## config.mk

```make
export PLATFORM = sky130hd
export DESIGN_NAME = dapm_top
export DESIGN_NICKNAME = d
export VERILOG_FILES = /design/src/pkg/dapm_pkg.sv /design/src/hw/dapm_cstat.sv /design/src/hw/dapm_top.sv
export SDC_FILE = /design/constraint.sdc
export NUM_CORES = 1
export LEC_CHECK = 0
export ABC_AREA = 1
export BUFFER_PORTS_ARGS = -buffer_cell sky130_fd_sc_hd__buf_2
export CORE_UTILIZATION = 44
export DETAILED_ROUTE_END_ITERATION = 6
export PLACE_DENSITY = 0.68
export RECOVER_POWER = 50
export SLEW_MARGIN = 10
export SYNTH_ARGS = -nofsm -noshare
export SYNTH_HDL_FRONTEND = slang
export SYNTH_SLANG_ARGS = --single-unit
```

## constraint.sdc

```tcl
create_clock -name MCLK_IN -period 1.7 [get_ports MCLK_IN]
set_clock_uncertainty 0.1 [all_clocks]
set_input_delay 0.085 -clock MCLK_IN [delete_from_list [all_inputs] [get_ports MCLK_IN]]
set_output_delay 0.085 -clock MCLK_IN [all_outputs]
set_load 0.02 [all_outputs]
```

## src/pkg/dapm_pkg.sv

```systemverilog
// Constants and types for the digital audio port mapper.
// Assumes one 40 MHz clock domain and sample-level stream ports.
package dapm_pkg;
	// ---------------------------------------------
	// Speed and rate codes
	// ---------------------------------------------
	typedef enum logic [1:0] {
		DAPM_SINGLE = 2'h0,
		DAPM_DOUBLE = 2'h1,
		DAPM_QUAD   = 2'h2
	} dapm_speed_e;
	localparam logic [1:0] RATE_32K  = 2'h0;
	localparam logic [1:0] RATE_441K = 2'h1;
	localparam logic [1:0] RATE_48K  = 2'h2;
	// ---------------------------------------------
	// Channel status layout
	// ---------------------------------------------
	localparam int CS_FRAMES     = 192;
	localparam int CS_BYTES      = 24;
	localparam int PRO_BIT       = 0;
	localparam int AUDIO_BIT     = 1;
	localparam int CON_COPY_BIT  = 2;
	localparam int CON_EMPH_LSB  = 3;
	localparam int CON_CAT_LSB   = 8;
	localparam int CON_FS_LSB    = 24;
	localparam int PRO_EMPH_LSB  = 2;
	localparam int PRO_FS_LSB    = 6;
	localparam int PRO_MODE_LSB  = 8;
	localparam int PRO_AUX_LSB   = 16;
	localparam int PRO_EFS_LSB   = 27;
	localparam logic [2:0] PRO_EMPH_NONE = 3'h4;
	localparam logic [3:0] PRO_MODE_TWO  = 4'h1;
	localparam logic [2:0] PRO_AUX_24    = 3'h1;
	localparam logic [3:0] PRO_LEN_24    = 4'hb;
	localparam logic [7:0] CON_CAT_GEN   = 8'h00;
	localparam logic [2:0] CON_EMPH_NONE = 3'h0;
	localparam int MIDI_HOLD_CYC = 4000;
	localparam int CNT_W         = 12;
	localparam logic [CNT_W-1:0] MIDI_HOLD = CNT_W'(MIDI_HOLD_CYC);
endpackage

```

## src/hw/dapm_cstat.sv

```systemverilog
// Builds the outgoing channel status block and steps through it.
// Assumes one frame strobe per outgoing stereo frame.
`timescale 1ns/10ps
module dapm_cstat
	import dapm_pkg::*;
(
	input  wire logic       clk_in,
	input  wire logic       rstn_in,
	input  wire logic       consumer_in,
	input  wire logic [1:0] speed_in,
	input  wire logic [1:0] rate_in,
	input  wire logic       frame_in,
	output logic            cs_bit_out,
	output logic            block_start_out
);
	logic [7:0]   frame_idx;
	logic [191:0] block;

	function automatic logic [3:0] con_fs(input logic [1:0] spd, input logic [1:0] r);
		logic [3:0] f;
		f = 4'h0;
		unique case ({spd, r})
			4'h0: f = 4'h3;
			4'h1: f = 4'h0;
			4'h2: f = 4'h2;
			4'h4: f = 4'hb;
			4'h5: f = 4'h8;
			4'h6: f = 4'ha;
			4'h9: f = 4'hc;
			4'ha: f = 4'he;
			default: f = 4'h2;
		endcase
		return f;
	endfunction

	// ---------------------------------------------
	// Block contents
	// ---------------------------------------------
	always_comb begin
		block = '0;
		block[AUDIO_BIT] = 1'b0;
		if (consumer_in) begin
			block[PRO_BIT] = 1'b0;
			block[CON_COPY_BIT] = 1'b1;
			block[CON_EMPH_LSB +: 3] = CON_EMPH_NONE;
			block[CON_CAT_LSB +: 8] = CON_CAT_GEN;
			block[CON_FS_LSB +: 4] = con_fs(speed_in, rate_in);
		end else begin
			block[PRO_BIT] = 1'b1;
			block[PRO_EMPH_LSB +: 3] = PRO_EMPH_NONE;
			block[PRO_FS_LSB +: 2] = (rate_in == RATE_441K) ? 2'h1 :
				(rate_in == RATE_32K) ? 2'h3 : 2'h2;
			block[PRO_MODE_LSB +: 4] = PRO_MODE_TWO;
			block[PRO_AUX_LSB +: 3] = PRO_AUX_24;
			block[PRO_AUX_LSB + 3 +: 4] = PRO_LEN_24;
			block[PRO_EFS_LSB +: 4] = con_fs(speed_in, rate_in);
		end
	end

	// ---------------------------------------------
	// Frame stepping
	// ---------------------------------------------
	always_ff @(posedge clk_in or negedge rstn_in) begin
		if (!rstn_in) begin
			frame_idx <= 8'h00;
			cs_bit_out <= 1'b0;
			block_start_out <= 1'b0;
		end else if (frame_in) begin
			cs_bit_out <= block[frame_idx];
			block_start_out <= (frame_idx == 8'h00);
			frame_idx <= (frame_idx == 8'(CS_FRAMES - 1)) ? 8'h00 : frame_idx + 8'h01;
		end else begin
			block_start_out <= 1'b0;
		end
	end
endmodule

```

## src/hw/dapm_top.sv

```systemverilog
// Channel mapper between host slots and optical and AES3 ports.
// Assumes slot strobes and samples come from logic on the same clock.
`timescale 1ns/10ps
module dapm_top
	import dapm_pkg::*;
(
	input  wire logic        MCLK_IN,
	input  wire logic        RSTN_IN,
	input  wire logic [1:0]  SPEED_IN,
	input  wire logic [1:0]  RATE_IN,
	input  wire logic        OPT2_AES_MODE_IN,
	input  wire logic        CONSUMER_IN,
	input  wire logic        OPT_IN_VALID_IN,
	input  wire logic        OPT_IN_PORT_IN,
	input  wire logic [2:0]  OPT_IN_SLOT_IN,
	input  wire logic [23:0] OPT_IN_DATA_IN,
	input  wire logic        AES_IN_VALID_IN,
	input  wire logic        AES_IN_RIGHT_IN,
	input  wire logic [23:0] AES_IN_DATA_IN,
	input  wire logic        AES_IN_CS_IN,
	input  wire logic        AES_IN_EMPH_IN,
	input  wire logic        PLAY_VALID_IN,
	input  wire logic [4:0]  PLAY_CH_IN,
	input  wire logic [23:0] PLAY_DATA_IN,
	input  wire logic        AES_FRAME_IN,
	input  wire logic [3:0]  MIDI_RX_IN,
	output logic             REC_VALID_OUT,
	output logic [4:0]       REC_CH_OUT,
	output logic [23:0]      REC_DATA_OUT,
	output logic             OPT_OUT_VALID_OUT,
	output logic             OPT_OUT_PORT_OUT,
	output logic [2:0]       OPT_OUT_SLOT_OUT,
	output logic [23:0]      OPT_OUT_DATA_OUT,
	output logic             OPT2_AES_FRAME_OUT,
	output logic             AES_OUT_VALID_OUT,
	output logic             AES_OUT_RIGHT_OUT,
	output logic [23:0]      AES_OUT_DATA_OUT,
	output logic             AES_OUT_CS_OUT,
	output logic             AES_OUT_BLOCK_OUT,
	output logic             AES_OUT_PRO_OUT,
	output logic [3:0]       MIDI_LED_OUT
);
	// Host channel numbers are zero based: 0..15 optical at single speed (0..7 double, 0..3 quad), 16/17 AES.
	localparam logic [4:0] AES_CH_L = 5'h10;
	localparam logic [4:0] AES_CH_R = 5'h11;

	logic [3:0]       midi_s1;
	logic [3:0]       midi_s2;
	logic [3:0]       midi_d;
	logic [CNT_W-1:0] midi_cnt [4];
	logic [3:0]       play_ps;

	// Slot of a port to host channel; split modes fold repeated samples.
	function automatic logic [4:0] slot_to_ch(input logic [1:0] spd, input logic port,
			input logic [2:0] slot);
		logic [4:0] c;
		c = 5'h00;
		unique case (spd)
			DAPM_DOUBLE: c = {2'b00, port, slot[2:1]};
			DAPM_QUAD:   c = {3'b000, port, slot[2]};
			default:     c = {1'b0, port, slot};
		endcase
		return c;
	endfunction

	// Host channel to port; one channel occupies 1, 2 or 4 slots.
	function automatic logic [3:0] ch_to_slot(input logic [1:0] spd, input logic [4:0] ch);
		logic [3:0] ps;
		ps = 4'h0;
		unique case (spd)
			DAPM_DOUBLE: ps = {ch[2], ch[1:0], 1'b0};
			DAPM_QUAD:   ps = {ch[1], ch[0], 2'b00};
			default:     ps = ch[3:0];
		endcase
		return ps;
	endfunction

	function automatic logic ch_ok(input logic [1:0] spd, input logic [4:0] ch);
		logic ok;
		ok = 1'b0;
		unique case (spd)
			DAPM_DOUBLE: ok = (ch < 5'h08);
			DAPM_QUAD:   ok = (ch < 5'h04);
			default:     ok = (ch < 5'h10);
		endcase
		return ok;
	endfunction

	function automatic logic is_aes_ch(input logic [4:0] ch);
		return (ch == AES_CH_L) || (ch == AES_CH_R);
	endfunction

	// ---------------------------------------------
	// Record path
	// ---------------------------------------------
	// Only the first slot of a split group is kept to avoid duplicates.
	always_ff @(posedge MCLK_IN or negedge RSTN_IN) begin
		if (!RSTN_IN) begin
			REC_VALID_OUT <= 1'b0;
			REC_CH_OUT <= 5'h00;
			REC_DATA_OUT <= 24'h00_0000;
		end else if (AES_IN_VALID_IN) begin
			REC_VALID_OUT <= 1'b1;
			REC_CH_OUT <= AES_IN_RIGHT_IN ? AES_CH_R : AES_CH_L;
			REC_DATA_OUT <= AES_IN_DATA_IN;
		end else if (OPT_IN_VALID_IN && !(OPT_IN_PORT_IN && OPT2_AES_MODE_IN)) begin
			REC_VALID_OUT <= (SPEED_IN == DAPM_SINGLE) ||
				(SPEED_IN == DAPM_DOUBLE && !OPT_IN_SLOT_IN[0]) ||
				(SPEED_IN == DAPM_QUAD && OPT_IN_SLOT_IN[1:0] == 2'b00);
			REC_CH_OUT <= slot_to_ch(SPEED_IN, OPT_IN_PORT_IN, OPT_IN_SLOT_IN);
			REC_DATA_OUT <= OPT_IN_DATA_IN;
		end else begin
			REC_VALID_OUT <= 1'b0;
		end
	end

	// ---------------------------------------------
	// Optical playback path
	// ---------------------------------------------
	// Split modes emit one slot per sample; the far end repeats the slot group.
	assign play_ps = ch_to_slot(SPEED_IN, PLAY_CH_IN);

	always_ff @(posedge MCLK_IN or negedge RSTN_IN) begin
		if (!RSTN_IN) begin
			OPT_OUT_VALID_OUT <= 1'b0;
			OPT_OUT_PORT_OUT <= 1'b0;
			OPT_OUT_SLOT_OUT <= 3'h0;
			OPT_OUT_DATA_OUT <= 24'h00_0000;
		end else if (PLAY_VALID_IN && ch_ok(SPEED_IN, PLAY_CH_IN)) begin
			OPT_OUT_VALID_OUT <= !(play_ps[3] && OPT2_AES_MODE_IN);
			OPT_OUT_PORT_OUT <= play_ps[3];
			OPT_OUT_SLOT_OUT <= play_ps[2:0];
			OPT_OUT_DATA_OUT <= PLAY_DATA_IN;
		end else begin
			OPT_OUT_VALID_OUT <= 1'b0;
		end
	end

	// ---------------------------------------------
	// AES playback path
	// ---------------------------------------------
	always_ff @(posedge MCLK_IN or negedge RSTN_IN) begin
		if (!RSTN_IN) begin
			AES_OUT_VALID_OUT <= 1'b0;
			AES_OUT_RIGHT_OUT <= 1'b0;
			AES_OUT_DATA_OUT <= 24'h00_0000;
			OPT2_AES_FRAME_OUT <= 1'b0;
			AES_OUT_PRO_OUT <= 1'b1;
		end else begin
			AES_OUT_PRO_OUT <= !CONSUMER_IN;
			AES_OUT_VALID_OUT <= PLAY_VALID_IN && is_aes_ch(PLAY_CH_IN);
			AES_OUT_RIGHT_OUT <= PLAY_CH_IN == AES_CH_R;
			AES_OUT_DATA_OUT <= PLAY_DATA_IN;
			OPT2_AES_FRAME_OUT <= OPT2_AES_MODE_IN && PLAY_VALID_IN &&
				is_aes_ch(PLAY_CH_IN);
		end
	end

	dapm_cstat u_cstat (
		.clk_in          (MCLK_IN),
		.rstn_in         (RSTN_IN),
		.consumer_in     (CONSUMER_IN),
		.speed_in        (SPEED_IN),
		.rate_in         (RATE_IN),
		.frame_in        (AES_FRAME_IN),
		.cs_bit_out      (AES_OUT_CS_OUT),
		.block_start_out (AES_OUT_BLOCK_OUT)
	);

	// ---------------------------------------------
	// MIDI activity
	// ---------------------------------------------
	// Any edge counts, so clock, timecode and sensing bytes all light it.
	always_ff @(posedge MCLK_IN or negedge RSTN_IN) begin
		if (!RSTN_IN) begin
			midi_s1 <= 4'hf;
			midi_s2 <= 4'hf;
			midi_d <= 4'hf;
		end else begin
			midi_s1 <= MIDI_RX_IN;
			midi_s2 <= midi_s1;
			midi_d <= midi_s2;
		end
	end

	always_ff @(posedge MCLK_IN or negedge RSTN_IN) begin
		if (!RSTN_IN) begin
			for (int i = 0; i < 4; i++) begin
				midi_cnt[i] <= '0;
			end
			MIDI_LED_OUT <= 4'h0;
		end else begin
			for (int i = 0; i < 4; i++) begin
				if (midi_s2[i] != midi_d[i]) begin
					midi_cnt[i] <= MIDI_HOLD;
				end else if (midi_cnt[i] != '0) begin
					midi_cnt[i] <= midi_cnt[i] - CNT_W'(1);
				end
				MIDI_LED_OUT[i] <= (midi_s2[i] != midi_d[i]) || (midi_cnt[i] != '0);
			end
		end
	end
endmodule

```

### Word-level counts from Yosys, hierarchy flattened

Memories as Yosys holds them, arrays and structs flattened.
Cells that the tools add are included.

| cells by class | value |
|---|---|
| add/sub/neg operators | 5 |
| muxes and demuxes | 33 |
| reductions and logical operators | 33 |
| eq/ne operators | 10 |
| $lt $le $gt $ge | 4 |

Operators with widths:

| cell | number |
|---|---|
| $mux W12 | 8 |
| $mux W24 | 2 |
| $reduce_bool A12 Y1 | 4 |
| $sub A12 B1 Y12 const B | 4 |
| $pmux W4 S2 | 2 |
| $eq A5 B5 Y1 const B | 2 |
| $mux W1 | 10 |
| $mux W5 | 2 |
| $reduce_bool A2 Y1 | 5 |
| $logic_and A1 B1 Y1 | 9 |
| $lt A8 B9 Y1 const B | 1 |
| $mux W3 | 3 |
| $add A8 B1 Y8 const B | 1 |
| $bmux W1 S8 | 1 |
| $eq A8 B8 Y1 const B | 1 |
| $logic_not A8 Y1 | 1 |
| $mux W8 | 1 |
| $logic_or A1 B1 Y1 | 7 |
| $mux W7 | 1 |
| $logic_not A2 Y1 | 3 |
| $lt A5 B3 Y1 const B | 1 |
| $lt A5 B4 Y1 const B | 1 |
| $lt A5 B5 Y1 const B | 1 |
| $eq A2 B1 Y1 const B | 2 |
| 5 further kinds | 12 |

| word-level totals | value |
|---|---|
| word-level logic and storage cells | 110 |
| input bits | 100 |
| memories kept | 2 |
| output and inout port bits | 93 |
| bits in read-only memories | 128 |
| register bits after elaboration | 161 |

Memories:

| name | depth | width | read ports | clocked after Yosys merged registers in | wr ports | RTL line | text |
|---|---|---|---|---|---|---|---|
| (no name shown) | 16 | 4 | 1 | 0 | 0 | dapm_cstat.sv:22 | `unique case ({spd, r})` |
| (no name shown) | 16 | 4 | 1 | 0 | 0 | dapm_cstat.sv:22 |  |

### Depth between registers and ports, before layout

Gate-level depths: netlist of run 1.

| logic depth | value |
|---|---|
| word-level depth | 6 |
| gate-level depth with buffers | 11 |
| mapped depth without buffers | 11 |

### By module

A second synthesis of run 1 with hierarchy kept.

| second synthesis, totals | value |
|---|---|
| cell total of the unflattened synthesis | 926 |
| area, all modules | 7604.8 µm² |

Modules (own cells, without submodules):

| module | cells an instance | sequential area each (µm²) | area each (µm²) | times used |
|---|---|---|---|---|
| dapm_top | 810 | 3794.9 | 6836.6 | 1 |
| dapm_cstat | 116 | 250.2 | 768.2 | 1 |

### Worst setup path after synthesis of run 1

OpenSTA, ideal clock, no wires.

| path | value |
|---|---|
| path kind | register to register |
| start point | register midi_cnt[24] in the netlist's numbering |
| end point | register midi_cnt[34] in the netlist's numbering |
| path buffers | 0 |
| setup slack | 92 ps |
| required time | 1474 ps |
| setup time | 126 ps |
| cell stages (with the launch flop) | 10 |
| data arrival time | 1381 ps |
| period minus slack after synthesis | 1608 ps |
| cells stage by stage | dfrtp_1 -> inv_1 -> ha_1 -> inv_1 -> nor3_2 -> nand2_2 -> nor2_8 -> nand2_4 -> nand3b_1 -> nand3_1 |

| between the ends | value |
|---|---|
| longest elaborated chain between the ends | 3 |
| elaborated cells between the ends (all ways) | 5 |
| classes of those cells | add/sub: 1; mux: 2; reduce/logical: 2 |

Ends and longest elaborated chain:

| what | RTL line | text |
|---|---|---|
| start, declared | dapm_top.sv:50 | `logic [CNT_W-1:0] midi_cnt [4];` |
| start signal, assigned by index | dapm_top.sv:197 | `midi_cnt[i] <= midi_cnt[i] - CNT_W'(1);` |
| $sub A12 B1 Y12 | dapm_top.sv:197 |  |
| $mux W12 | dapm_top.sv:196 | `end else if (midi_cnt[i] != '0) begin` |
| $mux W12 | dapm_top.sv:194 | `if (midi_s2[i] != midi_d[i]) begin` |

Several ways; a longest one is shown, not always the timed one. The select of a mux whose other input is x is not followed.
A chain may end at the register's enable or synchronous reset.

### Worst setup path in the final report of run 1

Ends and elaborated chain as after synthesis.

==> results by group, run 1 <==
CTS
  – Num CTS Buffers: 17
  – Clock sinks: approximately 160
  – Clock slew at reported path FFs: 60 ps
  – Clk Latency, worst-skew pair: approximately 420 ps
  – Clock root buffer: clkbuf_16
  – H-tree depth: 4
  – CTS tree: done
  – Clock Tree Buf Depth: 2

Synth
  – Synthesis warning total: 0
  – Mean post-synth cell area: between 8 and 9 sq um
  – Sequential share of the synthesized area: between 50% and 60%
  – Synth Instances: ~840
  – Post-synthesis cell area: around 0.0073 sq mm
  – Unique cell type count in the Yosys netlist: 43
  – Post-synthesis register bit count: about 160
  – Post-Syn Nets: between 900 and 1000

Layout
  – N_diodes: 0
  – Nets: about 1300
  – Layout area overhead: 41.4%
  – Fin area: 0.0104 sq mm
  – Fraction of layout cells with a size suffix above 1: roughly a quarter

Power and ir drop
  – P_leak: 5.19 nW
  – Total power: 11.7 mW
  – PD cells: ~1100 mW/mm^2
  – Max VDD drop: roughly 700 uV

Drt
  – Max layer used: met4
  – DR WL/cell: around 14 um
  – Met3 Wirelength: 1.18 mm
  – First-pass iteration count of the detailed router: 5
  – WL met1: between 8 and 9 mm
  – Final ANT Viol Nets: 0
  – DR vias/cell: approximately 4.9
  – Starting DRC count in detailed routing: approximately 360
  – Met2 Wirelength: approximately 9.1 mm
  – Routed via count: 6792
  – Final wirelength: around 19 mm
  – DRC Markers: 0

Floorplan
  – Placement row count: 46
  – Die Wd: about 130 um
  – Initial Util: between 40% and 50%
  – Die H: between 100 and 150 um
  – I/O Pins: 193
  – CORE AREA: 0.0161 sq mm
  – Die area: 0.0172 sq mm

Timing
  – Maximum clock frequency: between 0.6 and 0.7 GHz
  – Final Hold Vio Count: 0
  – Setup violators final: 0
  – Post-route minimum period: ~1600 ps
  – Worst slew pin tran: about 1200 ps
  – Slew Limit Fails: 0
  – Unrepaired setup endpoints after global routing: true
  – Slew HR: 20.7%
  – Period utilization: a little over nine tenths
  – Hold Slack: 4.10 ps

Critical path
  – Slowest-stage cell, CP: dfrtp_1
  – Crit path max-delay family: simple AND/OR/NAND/NOR gates
  – CP Cell Sequence: inv_2, ha_4, inv_2, nor3_4, nand2_4, nor2_8, nand2_4, nand3b_1, nand3_1
  – Buf/Inv on CP: 2
  – WP data required: approximately 1900 ps
  – Worst setup path category: flip-flop to flip-flop
  – Crit-path max FO: 8
  – CP endpoint kind: flip-flop
  – Nature of the critical path startpoint: flip-flop
  – Arrival @ worst endpoint: between 1500 and 2000 ps
  – Critical Path Max Stage Delay: approximately 390 ps

Place
  – IO Port Bufs: 190
  – Gp weighted congestion: between 0.8 and 0.9
  – Post-DP Area: around 0.0087 sq mm
  – Hpwl dp: ~12 mm

GRT
  – Pin count of the biggest net entering global routing: 47
  – Total Routing Usage GR: roughly 23%
  – Number of global-route vias before repair: about 6500
  – Global-route wire length before repair: about 30 mm
  – Initial antenna violation count: 0
  – GRT overflow: 0

Hold path
  – Worst Hold Class: input port to flip-flop

Flow run
  – Max-Cap Viols: 0

Outcome
  – Status: completed
## cells by family (layout without fill, tap and decap cells)
logic type / Yosys count / after routing / synth area share (%)
fa+ha+maj: 13 / 13 / 2.22
compound gates: 90 / 90 / 7.20
simple gates: 442 / 442 / 27.4
buf+inv: 121 / 446 / 6.68
flops: 161 / 161 / 55.3
xor+xnor: 10 / 10 / 1.20
## Yosys cell counts (all sizes together)
cell type  instances  area (sq um)
nand3             53           298
a21oi             16          80.1
xnor2              4          35.0
clkinv             1          5.00
ha                13           163
nor4               3          18.8
o21ai             36           199
o31ai              2          15.0
nor3              22           146
clkbuf             5          18.8
dfstp             13           342
o221ai             1          8.76
nand2            246           951
nand3b             5          37.5
and2               1          6.26
dfrtp            148          3700
o22ai              3          18.8
o41ai              1          8.76
o211ai             2          15.0
nor2              81           350
inv               98           368
nand4             23           144
or2                6          37.5
buf               17          97.6
nor3b              2          20.0
a31oi             29           181
xor2               6          52.6
## final cells by class
class	instances	area, sq um
clock inverters	13	161
inverters	99	373
clock buffers	19	433
flip-flops and latches	161	4050
repair buffers	315	2170
fillers	1319	5710
well taps	216	270
multi-input cells	555	2900
## per-stage QoR
step | setup TNS (ps) | worst slack (ps) | util (%) | std cells
after detailed placement | -6.37 | -6.37 | 54.1 | 1245
final | 0 | 73.1 | 64.5 | 1378
after global placement | 0 | 60.6 | 54.1 | 1245
after CTS | 0 | 3.92 | 63.8 | 1373
after floorplan | 0 | 92.1 | - | 837
after global routing | -233 | -44.2 | 64.5 | 1378
## routing by layer
layer / track usage [%] / vias to the layer above
met5: 0 / -
li1: - / 3332
met4: 8.79 / 0
met2: 37.2 / 233
met3: 5.86 / 33
met1: 30.2 / 3194
## path summary, 6_finish.rpt
| path | startpoint | to | slack (ps) | cells after the start |
|---|---|---|---|---|
| min in group asynchronous | RSTN_IN | AES_OUT_DATA_OUT[17] | 350 | 2 |
| worst min register to register | midi_s1[2] | midi_s2[2] | 260 | 0 |
| worst max register to register | midi_cnt[24] | midi_cnt[34] | 70 | 9 |
| max in group asynchronous | RSTN_IN | midi_s1[0] | 270 | 3 |
| worst max-delay path | midi_cnt[24] | midi_cnt[34] | 70 | 9 |
| worst min-delay path | OPT_IN_PORT_IN | REC_CH_OUT[2] | 4 | 5 |
## worst min-delay path, stage by stage
cell	delay, ps
buf_2	100
inv_1	100
o22ai_1	90
nand3_1	80
nand2_1	50
## cells in the final DEF, fill, tap and decap left out, types with 4 or more instances in the layout
master / netlist / layout
a31oi_1: 29 / 29
nor3_2: 5 / 6
o21ai_0: 24 / 24
nor3_1: 16 / 13
nand2_2: 8 / 8
nand3_2: 4 / 4
nor2_1: 72 / 72
clkinv_2: 1 / 5
clkbuf_16: 0 / 17
xor2_1: 6 / 6
or2_2: 5 / 5
dfstp_2: 13 / 9
clkinv_4: 0 / 4
buf_12: 0 / 5
dfrtp_1: 148 / 148
buf_2: 15 / 166
ha_1: 13 / 9
a21oi_1: 16 / 16
nand3b_1: 5 / 5
nand2_1: 237 / 235
nand3_1: 48 / 47
clkbuf_1: 5 / 25
nand4_1: 23 / 23
nor2_4: 2 / 5
buf_4: 0 / 25
inv_2: 6 / 11
o21ai_1: 9 / 9
inv_1: 92 / 87
dlygate4sd3_1: 0 / 94
dfstp_1: 0 / 4
## report_power, final
group | switching, mW | internal (mW)
registers | 0.423 | 4.37
clock network | 1.56 | 2.31
logic | 1.80 | 1.22
## state kept, by name, indices dropped and copies added, names as in the netlist, 3 cells and up
register,flops
AES_OUT_DATA_OUT,24
midi_d,4
midi_cnt,48
midi_s2,4
u_cstat.frame_idx,8
OPT_OUT_DATA_OUT,24
REC_CH_OUT,5
midi_s1,4
OPT_OUT_SLOT_OUT,3
MIDI_LED_OUT,4
REC_DATA_OUT,24
## what timing repair did
action | CTS | global route
buffers inserted | 1 | 6
pin swaps | 1 | 8
resized for setup | 1 | 29
endpoints found under the hold margin | 248 | 0
endpoints found under the setup margin | 1 | 45
hold buffers | 95 | 0
(Power assumes the default switching activity.)
==> run 2: changes to the inputs <==
- CORE_UTILIZATION: 44 -> 57
- PLACE_DENSITY: 0.68 -> not set
- PLACE_DENSITY_LB_ADDON: not set -> 0.05
- clock period: 1.7 -> 1.9 ns (I/O delays scaled with it)
==> run 2 against run 1 <==
Compared with the run above: the run now ends with design-rule violations, negative setup slack left; critical path depth down 1; flip-flop and latch count unchanged; sequential share of layout area up 0.72 points; combinational power down 14%; sequential power down 10%; largest power group unchanged; largest cell class unchanged; clock power down 14%; critical endpoint is now REC_DATA_OUT[9]; non-clock buffer count down 9; register-to-register slack better by 50 ps; count of clock-buffer cells in the layout up 3; utilization up 16 points; die area down 22%.
==> results by group, run 2 (synthesis gave the netlist of run 1 again) <==
Outcome
  – Status: finished, violations left
  – Failing checks: design-rule violations, negative setup slack

Layout
  – Layout area overhead: 38.8%
  – Most frequent cells in the layout: nand2_1 (237), buf_2 (158), dfrtp_1 (148)
  – Fraction of layout cells with a size suffix above 1: 23.3% (-2.4 points)
  – Fin area: 0.0102 sq mm (-1.8%)
  – Nets: 1253 (-0.71%)
  – Commonest non-fill, non-tap cell in the layout: nand2_1
  – Register Area: 0.00405 sq mm (unchanged)
  – Multi-input logic area: 0.00281 sq mm (-3.3%)
  – Fillers: 808 (-39%)
  – N_diodes: 0 (unchanged)
  – Biggest register: midi_cnt
  – Max FFs per register: 48 (unchanged)

Power and ir drop
  – Total power: 10.3 mW (-12%)
  – P_leak: 5.11 nW (-1.5%)
  – PD cells: 1010 mW/mm^2 (-11%)
  – Max VDD drop: 703 uV (+0.89%)

Critical path
  – Crit-path max FO: 20 (+12)
  – WP data required: 2100 ps (+190 ps)
  – Slowest-stage cell, CP: dlygate4sd3_1
  – Arrival @ worst endpoint: 2140 ps (+310 ps)
  – Crit path depth: 8 (-1)
  – CP endpoint kind: flip-flop
  – Crit path max-delay family: buffers and inverters
  – Critical Path Max Stage Delay: 590 ps (+200 ps)
  – Worst setup path category: input port to flip-flop
  – Buf/Inv on CP: 5 (+3)
  – Worst path most repeated cell: dlygate4sd3_1
  – Nature of the critical path startpoint: input port
  – Worst reg2reg path depth: 9 (unchanged)
  – CP Cell Sequence: dlygate4sd3_1, buf_2, inv_4, nand2_4, buf_12, nor2_1, a31oi_1, dlygate4sd3_1

Drt
  – Final wirelength: 21.3 mm (+13%)
  – DR WL/cell: 16.1 um (+17%)
  – Routed via count: 7106 (+4.6%)
  – DR vias/cell: 5.36 (+8.8%)
  – Starting DRC count in detailed routing: 550 (+53%)
  – First-pass iteration count of the detailed router: 7 (+2)
  – Final ANT Viol Nets: 0 (unchanged)
  – DRC Markers: 23 (+23)

CTS
  – Clock sinks: 161 (unchanged)
  – Clock root buffer: clkbuf_16
  – Num CTS Buffers: 17 (unchanged)
  – Clock slew at reported path FFs: 70 ps (about the same)
  – H-tree depth: 4 (unchanged)
  – CTS tree: done
  – Clock Tree Buf Depth: 2 (unchanged)
  – Clk Latency, worst-skew pair: 420 ps (about the same)

GRT
  – Met2 Use GR: 54.6% (+17 points)
  – Global-route wire length before repair: 32.3 mm (+4.9%)
  – Met1 Usage GRT: 38.3% (+8.1 points)
  – Number of global-route vias before repair: 6802 (+4.3%)
  – Initial antenna violation count: 0 (unchanged)
  – Pin count of the biggest net entering global routing: 70 (+49%)
  – Global routing's busiest layer: met2
  – GRT overflow: 0 (unchanged)
  – Total Routing Usage GR: 31.5% (+8.4 points)
  – Global Route met3 Usage: 8.54% (+2.7 points)

Timing
  – Setup slack after layout: -37.3 ps (-110 ps)
  – Period utilization: 102%
  – Worst slew pin tran: 1080 ps (-109 ps)
  – Slew Limit Fails: 0 (unchanged)
  – Setup violators final: 4 (+4)
  – Post-route minimum period: between 1500 and 2000 ps
  – Maximum clock frequency: between 0.5 and 0.6 GHz
  – Slew HR: 28.0% (+7.3 points)
  – Final Hold Vio Count: 0 (unchanged)

Hold path
  – Worst Hold Path Cells: 4 (-1)
  – Worst Hold Class: input port to flip-flop

Floorplan
  – I/O Pins: 193 (unchanged)
  – Placement row count: 41 (-11%)
  – Die H: 115 um (-12%)
  – CORE AREA: 0.0126 sq mm (-22%)
  – Die area: 0.0133 sq mm (-22%)
  – Die Wd: 115 um (-12%)
  – Initial Util: 58.2% (+13 points)

Place
  – Hpwl dp: 12.1 mm (-3.0%)
  – Gp weighted congestion: 0.874 (+2.0%)
  – Post-DP Area: 0.00854 sq mm (-1.7%)
  – IO Port Bufs: 190 (unchanged)

Flow run
  – Max-Cap Viols: 0 (unchanged)
[run 2: cell count changes in the layout (fill, tap and decap cells not counted), sizes merged]
| cell | previous run | this run |
|---|---|---|
| bufinv | 3 | 2 |
| buf | 197 | 177 |
| clkinvlp | 1 | 3 |
| inv | 99 | 98 |
| clkbuf | 43 | 57 |
| clkinv | 9 | 6 |
| dlymetal6s4s | 0 | 1 |
| dlygate4sd3 | 94 | 93 |
[run 2: metrics by stage]
stage / instances / hold WS, ps / worst slack [ps] / utilization [%] / setup TNS, ps
2_1_floorplan: 837 / -301 / 292 / - / 0
3_3_place_gp: 1194 / -76.6 / 196 / 68.0 / 0
3_5_place_dp: 1194 / -71.1 / 149 / 68.0 / 0
4_1_cts: 1320 / 54.5 / 11.9 / 80.0 / 0
5_1_grt: 1325 / 64.2 / -94.3 / 80.9 / -147
6_report: 1325 / 44.4 / -37.3 / 80.9 / -81.0
[run 2: what timing repair did]
item / 4_1_cts / 5_1_grt
setup endpoints to repair: 0 / 29
buffers inserted: 0 / 2
hold buffers: 94 / 3
endpoints found under the hold margin: 244 / 3
resized for setup: 0 / 18
[run 2: final cells by class]
cell class,instances,share of cell area (%)
inverters,99,3.72
repair buffers,306,21.2
well taps,172,2.12
clock buffers,22,4.47
clock inverters,10,1.10
multi-input cells,555,27.6
flip-flops and latches,161,39.8
[run 2: report_power, final]
group | switching, mW | internal (mW)
logic | 1.60 | 1.02
registers | 0.391 | 3.91
clock network | 1.37 | 1.96
total | 3.36 | 6.89
[run 2: final timing paths]
path / startpoint / to / slack (ps)
max in group asynchronous: RSTN_IN / AES_OUT_PRO_OUT / 440
min: OPT2_AES_MODE_IN / OPT_OUT_VALID_OUT / 40
min in group asynchronous: RSTN_IN / MIDI_LED_OUT[0] / 300
max: AES_IN_VALID_IN / REC_DATA_OUT[9] / -40
max reg2reg: midi_cnt[12] / midi_cnt[19] / 120
min reg2reg: midi_s1[2] / midi_s2[2] / 260
[run 2: per-layer routing]
metal	routed length, um	vias up
met5	0	-
met4	826	0
met3	1550	97
met2	10600	373
met1	8290	3330
li1	-	3306
[run 2: worst register-to-register path, cell delays in order, from the launching register on]
cell and delay (ps):
dfrtp_1 360, inv_1 130, ha_2 240, nand2_1 80, nor2_2 130, nand2_2 110, nor2_4 130, nand3_2 140
nand3_1 150, nand3_1 90
==> run 3: changes to the inputs <==
- ABC_AREA: 1 -> not set
- SETUP_SLACK_MARGIN: not set -> 0.4
==> run 3 against run 2 <==
Compared with the run above: the run ends with negative hold slack, negative setup slack left; largest cell class unchanged; wire length is 35% higher; register-to-register slack worse by 270 ps; total power is 19% higher; maximum frequency shrank 5.4%; via count is 4.5% higher; synthesized cell count decreased by 25%.
==> results by group, run 3 <==
Outcome
  – Status: finished, violations left
  – Failing checks: negative hold slack, negative setup slack

Timing
  – Setup violators final: 18 (+14)
  – Slew Limit Fails: 0 (unchanged)
  – Post-route minimum period: 2050 ps (+111 ps)
  – Maximum clock frequency: 0.488 GHz (-5.4%)
  – Setup slack after layout: -148 ps (-111 ps)
  – Unrepaired setup endpoints after global routing: true
  – Period utilization: 108% (+5.8 points)
  – Final Hold Vio Count: 8 (+8)
  – Slew HR: 48.3% (+20 points)
  – Hold Slack: -97.5 ps (-142 ps)
  – Worst slew pin tran: 770 ps (-311 ps)

Critical path
  – Critical Path Max Stage Delay: 420 ps (-170 ps)
  – Worst R2R Start: midi_cnt[24]
  – Worst setup path category: flip-flop to flip-flop
  – Crit-path max FO: 4 (-80%)
  – Worst path most repeated cell: buf_6
  – Arrival @ worst endpoint: 2250 ps (+110 ps)
  – WP data required: 2100 ps (about the same)
  – Nature of the critical path startpoint: flip-flop
  – Crit path max-delay family: buffers and inverters
  – Slowest-stage cell, CP: dfrtp_1
  – CP Cell Sequence: inv_2, ha_4, buf_4, buf_6, buf_6, nor3b_4, nand4_1, buf_6, a21oi_2, o21ai_1
  – CP endpoint kind: flip-flop
  – Worst reg2reg path depth: 10 (+1)
  – Buf/Inv on CP: 5 (unchanged)
  – Reg2reg setup slack: -150 ps (-270 ps)
  – Critical R2R Capture: midi_cnt[29]

Layout
  – Nets: 1097 (-12%)
  – Fraction of layout cells with a size suffix above 1: 46.8% (+24 points)
  – Biggest register: midi_cnt
  – Max FFs per register: 48 (unchanged)
  – Commonest non-fill, non-tap cell in the layout: buf_2
  – Core Util, Final: 91.7% (+11 points)
  – Layout area overhead: 55.5%
  – Most frequent cells in the layout: buf_2 (172), dfrtp_1 (142), dlygate4sd3_1 (76)

Synth
  – Synthesis warning total: 0 (unchanged)
  – Post-synthesis register bit count: 161 (unchanged)
  – Most frequent cell after synthesis: dfrtp_1
  – Synth Instances: 624 (-25%)
  – Synth top area cells: dfrtp_1 (52%), dfstp_2 (4.8%), mux2_2 (4.6%)
  – Mean post-synth cell area: 11.4 sq um (+31%)
  – Post-synthesis cell area: 0.00714 sq mm (-2.4%)
  – FFs w/ async S/R, synth: 100% (unchanged)
  – Top cell type's share of synthesized area: 51.8% (+1.2 points)
  – Area leader, netlist: dfrtp_1
  – Post-synth EDFFs: 0 (unchanged)
  – Top post-synthesis cells by count: dfrtp_1 (148), nand2_1 (51), o21ai_0 (40)
  – Sequential share of the synthesized area: 56.6% (+1.4 points)
  – Main flop type after synthesis: dfrtp_1
  – Unique cell type count in the Yosys netlist: 68 (+58%)
  – Post-Syn Nets: 737 (-22%)

CTS
  – Clock sinks: 161 (unchanged)
  – Clock root buffer: clkbuf_16
  – H-tree depth: 4 (unchanged)
  – Clock slew at reported path FFs: 70 ps (about the same)
  – Clock Tree Buf Depth: 2 (unchanged)
  – Num CTS Buffers: 17 (unchanged)
  – Clk Latency, worst-skew pair: 430 ps (about the same)
  – CTS tree: done

GRT
  – Total Routing Usage GR: 38.3% (+6.8 points)
  – Met2 Use GR: 65.6% (+11 points)
  – Met1 Usage GRT: 42.3% (+4.0 points)
  – Global routing's busiest layer: met2
  – GRT overflow: 0 (unchanged)
  – Global-route wire length before repair: 37.7 mm (+17%)
  – Number of global-route vias before repair: 7432 (+9.3%)
  – Global Route met3 Usage: 10.1% (+1.6 points)
  – Initial antenna violation count: 1 (+1)
  – Pin count of the biggest net entering global routing: 61 (-13%)

Hold path
  – Worst Hold Launch: OPT_IN_DATA_IN[15]
  – Worst Hold End: REC_DATA_OUT[15]
  – Worst Hold Path Cells: 3 (-1)
  – Worst Hold Class: input port to flip-flop

Power and ir drop
  – Max VDD drop: 1030 uV (+46%)
  – Power share of the combinational group: 35.6% (+10 points)
  – Reg power frac: 37.1% (-4.9 points)
  – Total power: 12.2 mW (+19%)
  – PD cells: 1100 mW/mm^2 (+9.0%)
  – P_leak: 5.00 nW (-2.2%)
  – Pint: 7.83 mW (+14%)
  – Net Sw Frac: 35.9% (+3.1 points)
  – Net switching power: 4.38 mW (+31%)
  – Power share of the clock group: 27.3% (-5.2 points)

Drt
  – Final ANT Viol Nets: 0 (unchanged)
  – DRC Markers: 0 (-100%)
  – Routed via count: 7429 (+4.5%)
  – DR vias/cell: 6.37 (+19%)
  – First-pass iteration count of the detailed router: 6 (-1)
  – Final wirelength: 28.7 mm (+35%)
  – Starting DRC count in detailed routing: 828 (+51%)
  – DR WL/cell: 24.6 um (+53%)

Place
  – IO Port Bufs: 190 (unchanged)
  – Gp weighted congestion: 0.878 (+0.47%)
  – Hpwl dp: 11.6 mm (-4.0%)
  – Place WS: -133 ps (-282 ps)

Floorplan
  – Die area: 0.0130 sq mm (-2.4%)
  – Placement row count: 40 (-2.4%)
  – Initial Util: 59.0% (+0.74 points)
  – CORE AREA: 0.0121 sq mm (-3.6%)
  – Die H: 114 um (-1.2%)
  – Die Wd: 114 um (-1.2%)
  – I/O Pins: 193 (unchanged)

Flow run
  – Max-Cap Viols: 0 (unchanged)
-- run 3: cell count changes after synthesis, sizes merged, moves of 28 or more --
cell,delta
nor2,-44
mux2i,+29
mux2,+29
inv,-78
a31oi,-28
nand2,-195
nand3,-42
-- run 3: kinds of logic (layout without fill, tap and decap cells) --
family	Yosys count	in the layout	synth area share [%]
other	0	1	0
DFF	161	161	56.6
muxes	58	58	8.63
adders and majority gates	13	13	2.28
AOI/OAI and AO/OA	119	119	11.0
and+or+nand+nor	205	205	16.1
buffers and inverters	45	418	2.59
xor gates and xnor gates	23	23	2.82
-- run 3: what timing repair did --
item,CTS,global route
hold endpoints to repair,207,1
hold buffers,90,1
gates cloned,0,2
gates resized for setup,71,58
endpoints found under the setup margin,58,77
pin swaps,34,47
setup buffers,29,19
-- run 3: final cells by class --
type / count / area (sq um)
clock inverters: 6 / 61.3
fillers: 459 / 1000
inverters: 20 / 77.6
flip-flops and latches: 161 / 4050
repair buffers: 366 / 2600
clock buffers: 26 / 479
well taps: 168 / 210
diodes: 1 / 2.50
multi-input cells: 418 / 3620
-- run 3: power groups by stage --
stage | Sequential, mW | Clock, mW | Combinational [mW]
after floorplan | 4.66 | 0 | 1.64
after global placement | 4.40 | 0 | 2.75
after detailed placement | 4.44 | 0 | 2.84
after CTS | 4.39 | 3.20 | 3.56
after global routing | 4.56 | 3.46 | 4.51
final | 4.53 | 3.34 | 4.35
-- run 3: stage by stage --
step | TNS (ps) | cell area [sq um] | instances
after CTS | -377 | 10800 | 1158
after global placement | -248 | 8910 | 1007
after global routing | -2190 | 11100 | 1166
after detailed placement | -723 | 8910 | 1007
after floorplan | -801 | 7480 | 624
final | -1120 | 11100 | 1166
-- run 3: worst max-delay path by stage --
stage / startpoint / endpoint / slack (ps) / cells after the start
after detailed placement: midi_cnt[36] / midi_cnt[39] / -130 / 5
after global routing: midi_cnt[25] / midi_cnt[29] / -190 / 10
final: midi_cnt[24] / midi_cnt[29] / -150 / 10
after CTS: midi_cnt[24] / midi_cnt[35] / -70 / 4
after floorplan: midi_cnt[37] / midi_cnt[39] / -200 / 6
after global placement: midi_cnt[36] / midi_cnt[39] / -110 / 5
-- run 3: per-layer routing --
layer | share of wire (%) | up-vias
li1 | - | 2971
met1 | 33 | 3555
met2 | 48 | 648
met3 | 10 | 255
met4 | 9.0 | 0
met5 | 0 | -
-- run 3: worst min-delay path, delay by kind of cell --
family                 cells  cell delay, ps
AO/OA/AOI/OAI              1             150
buffers and inverters      1              90
multiplexers               1              60
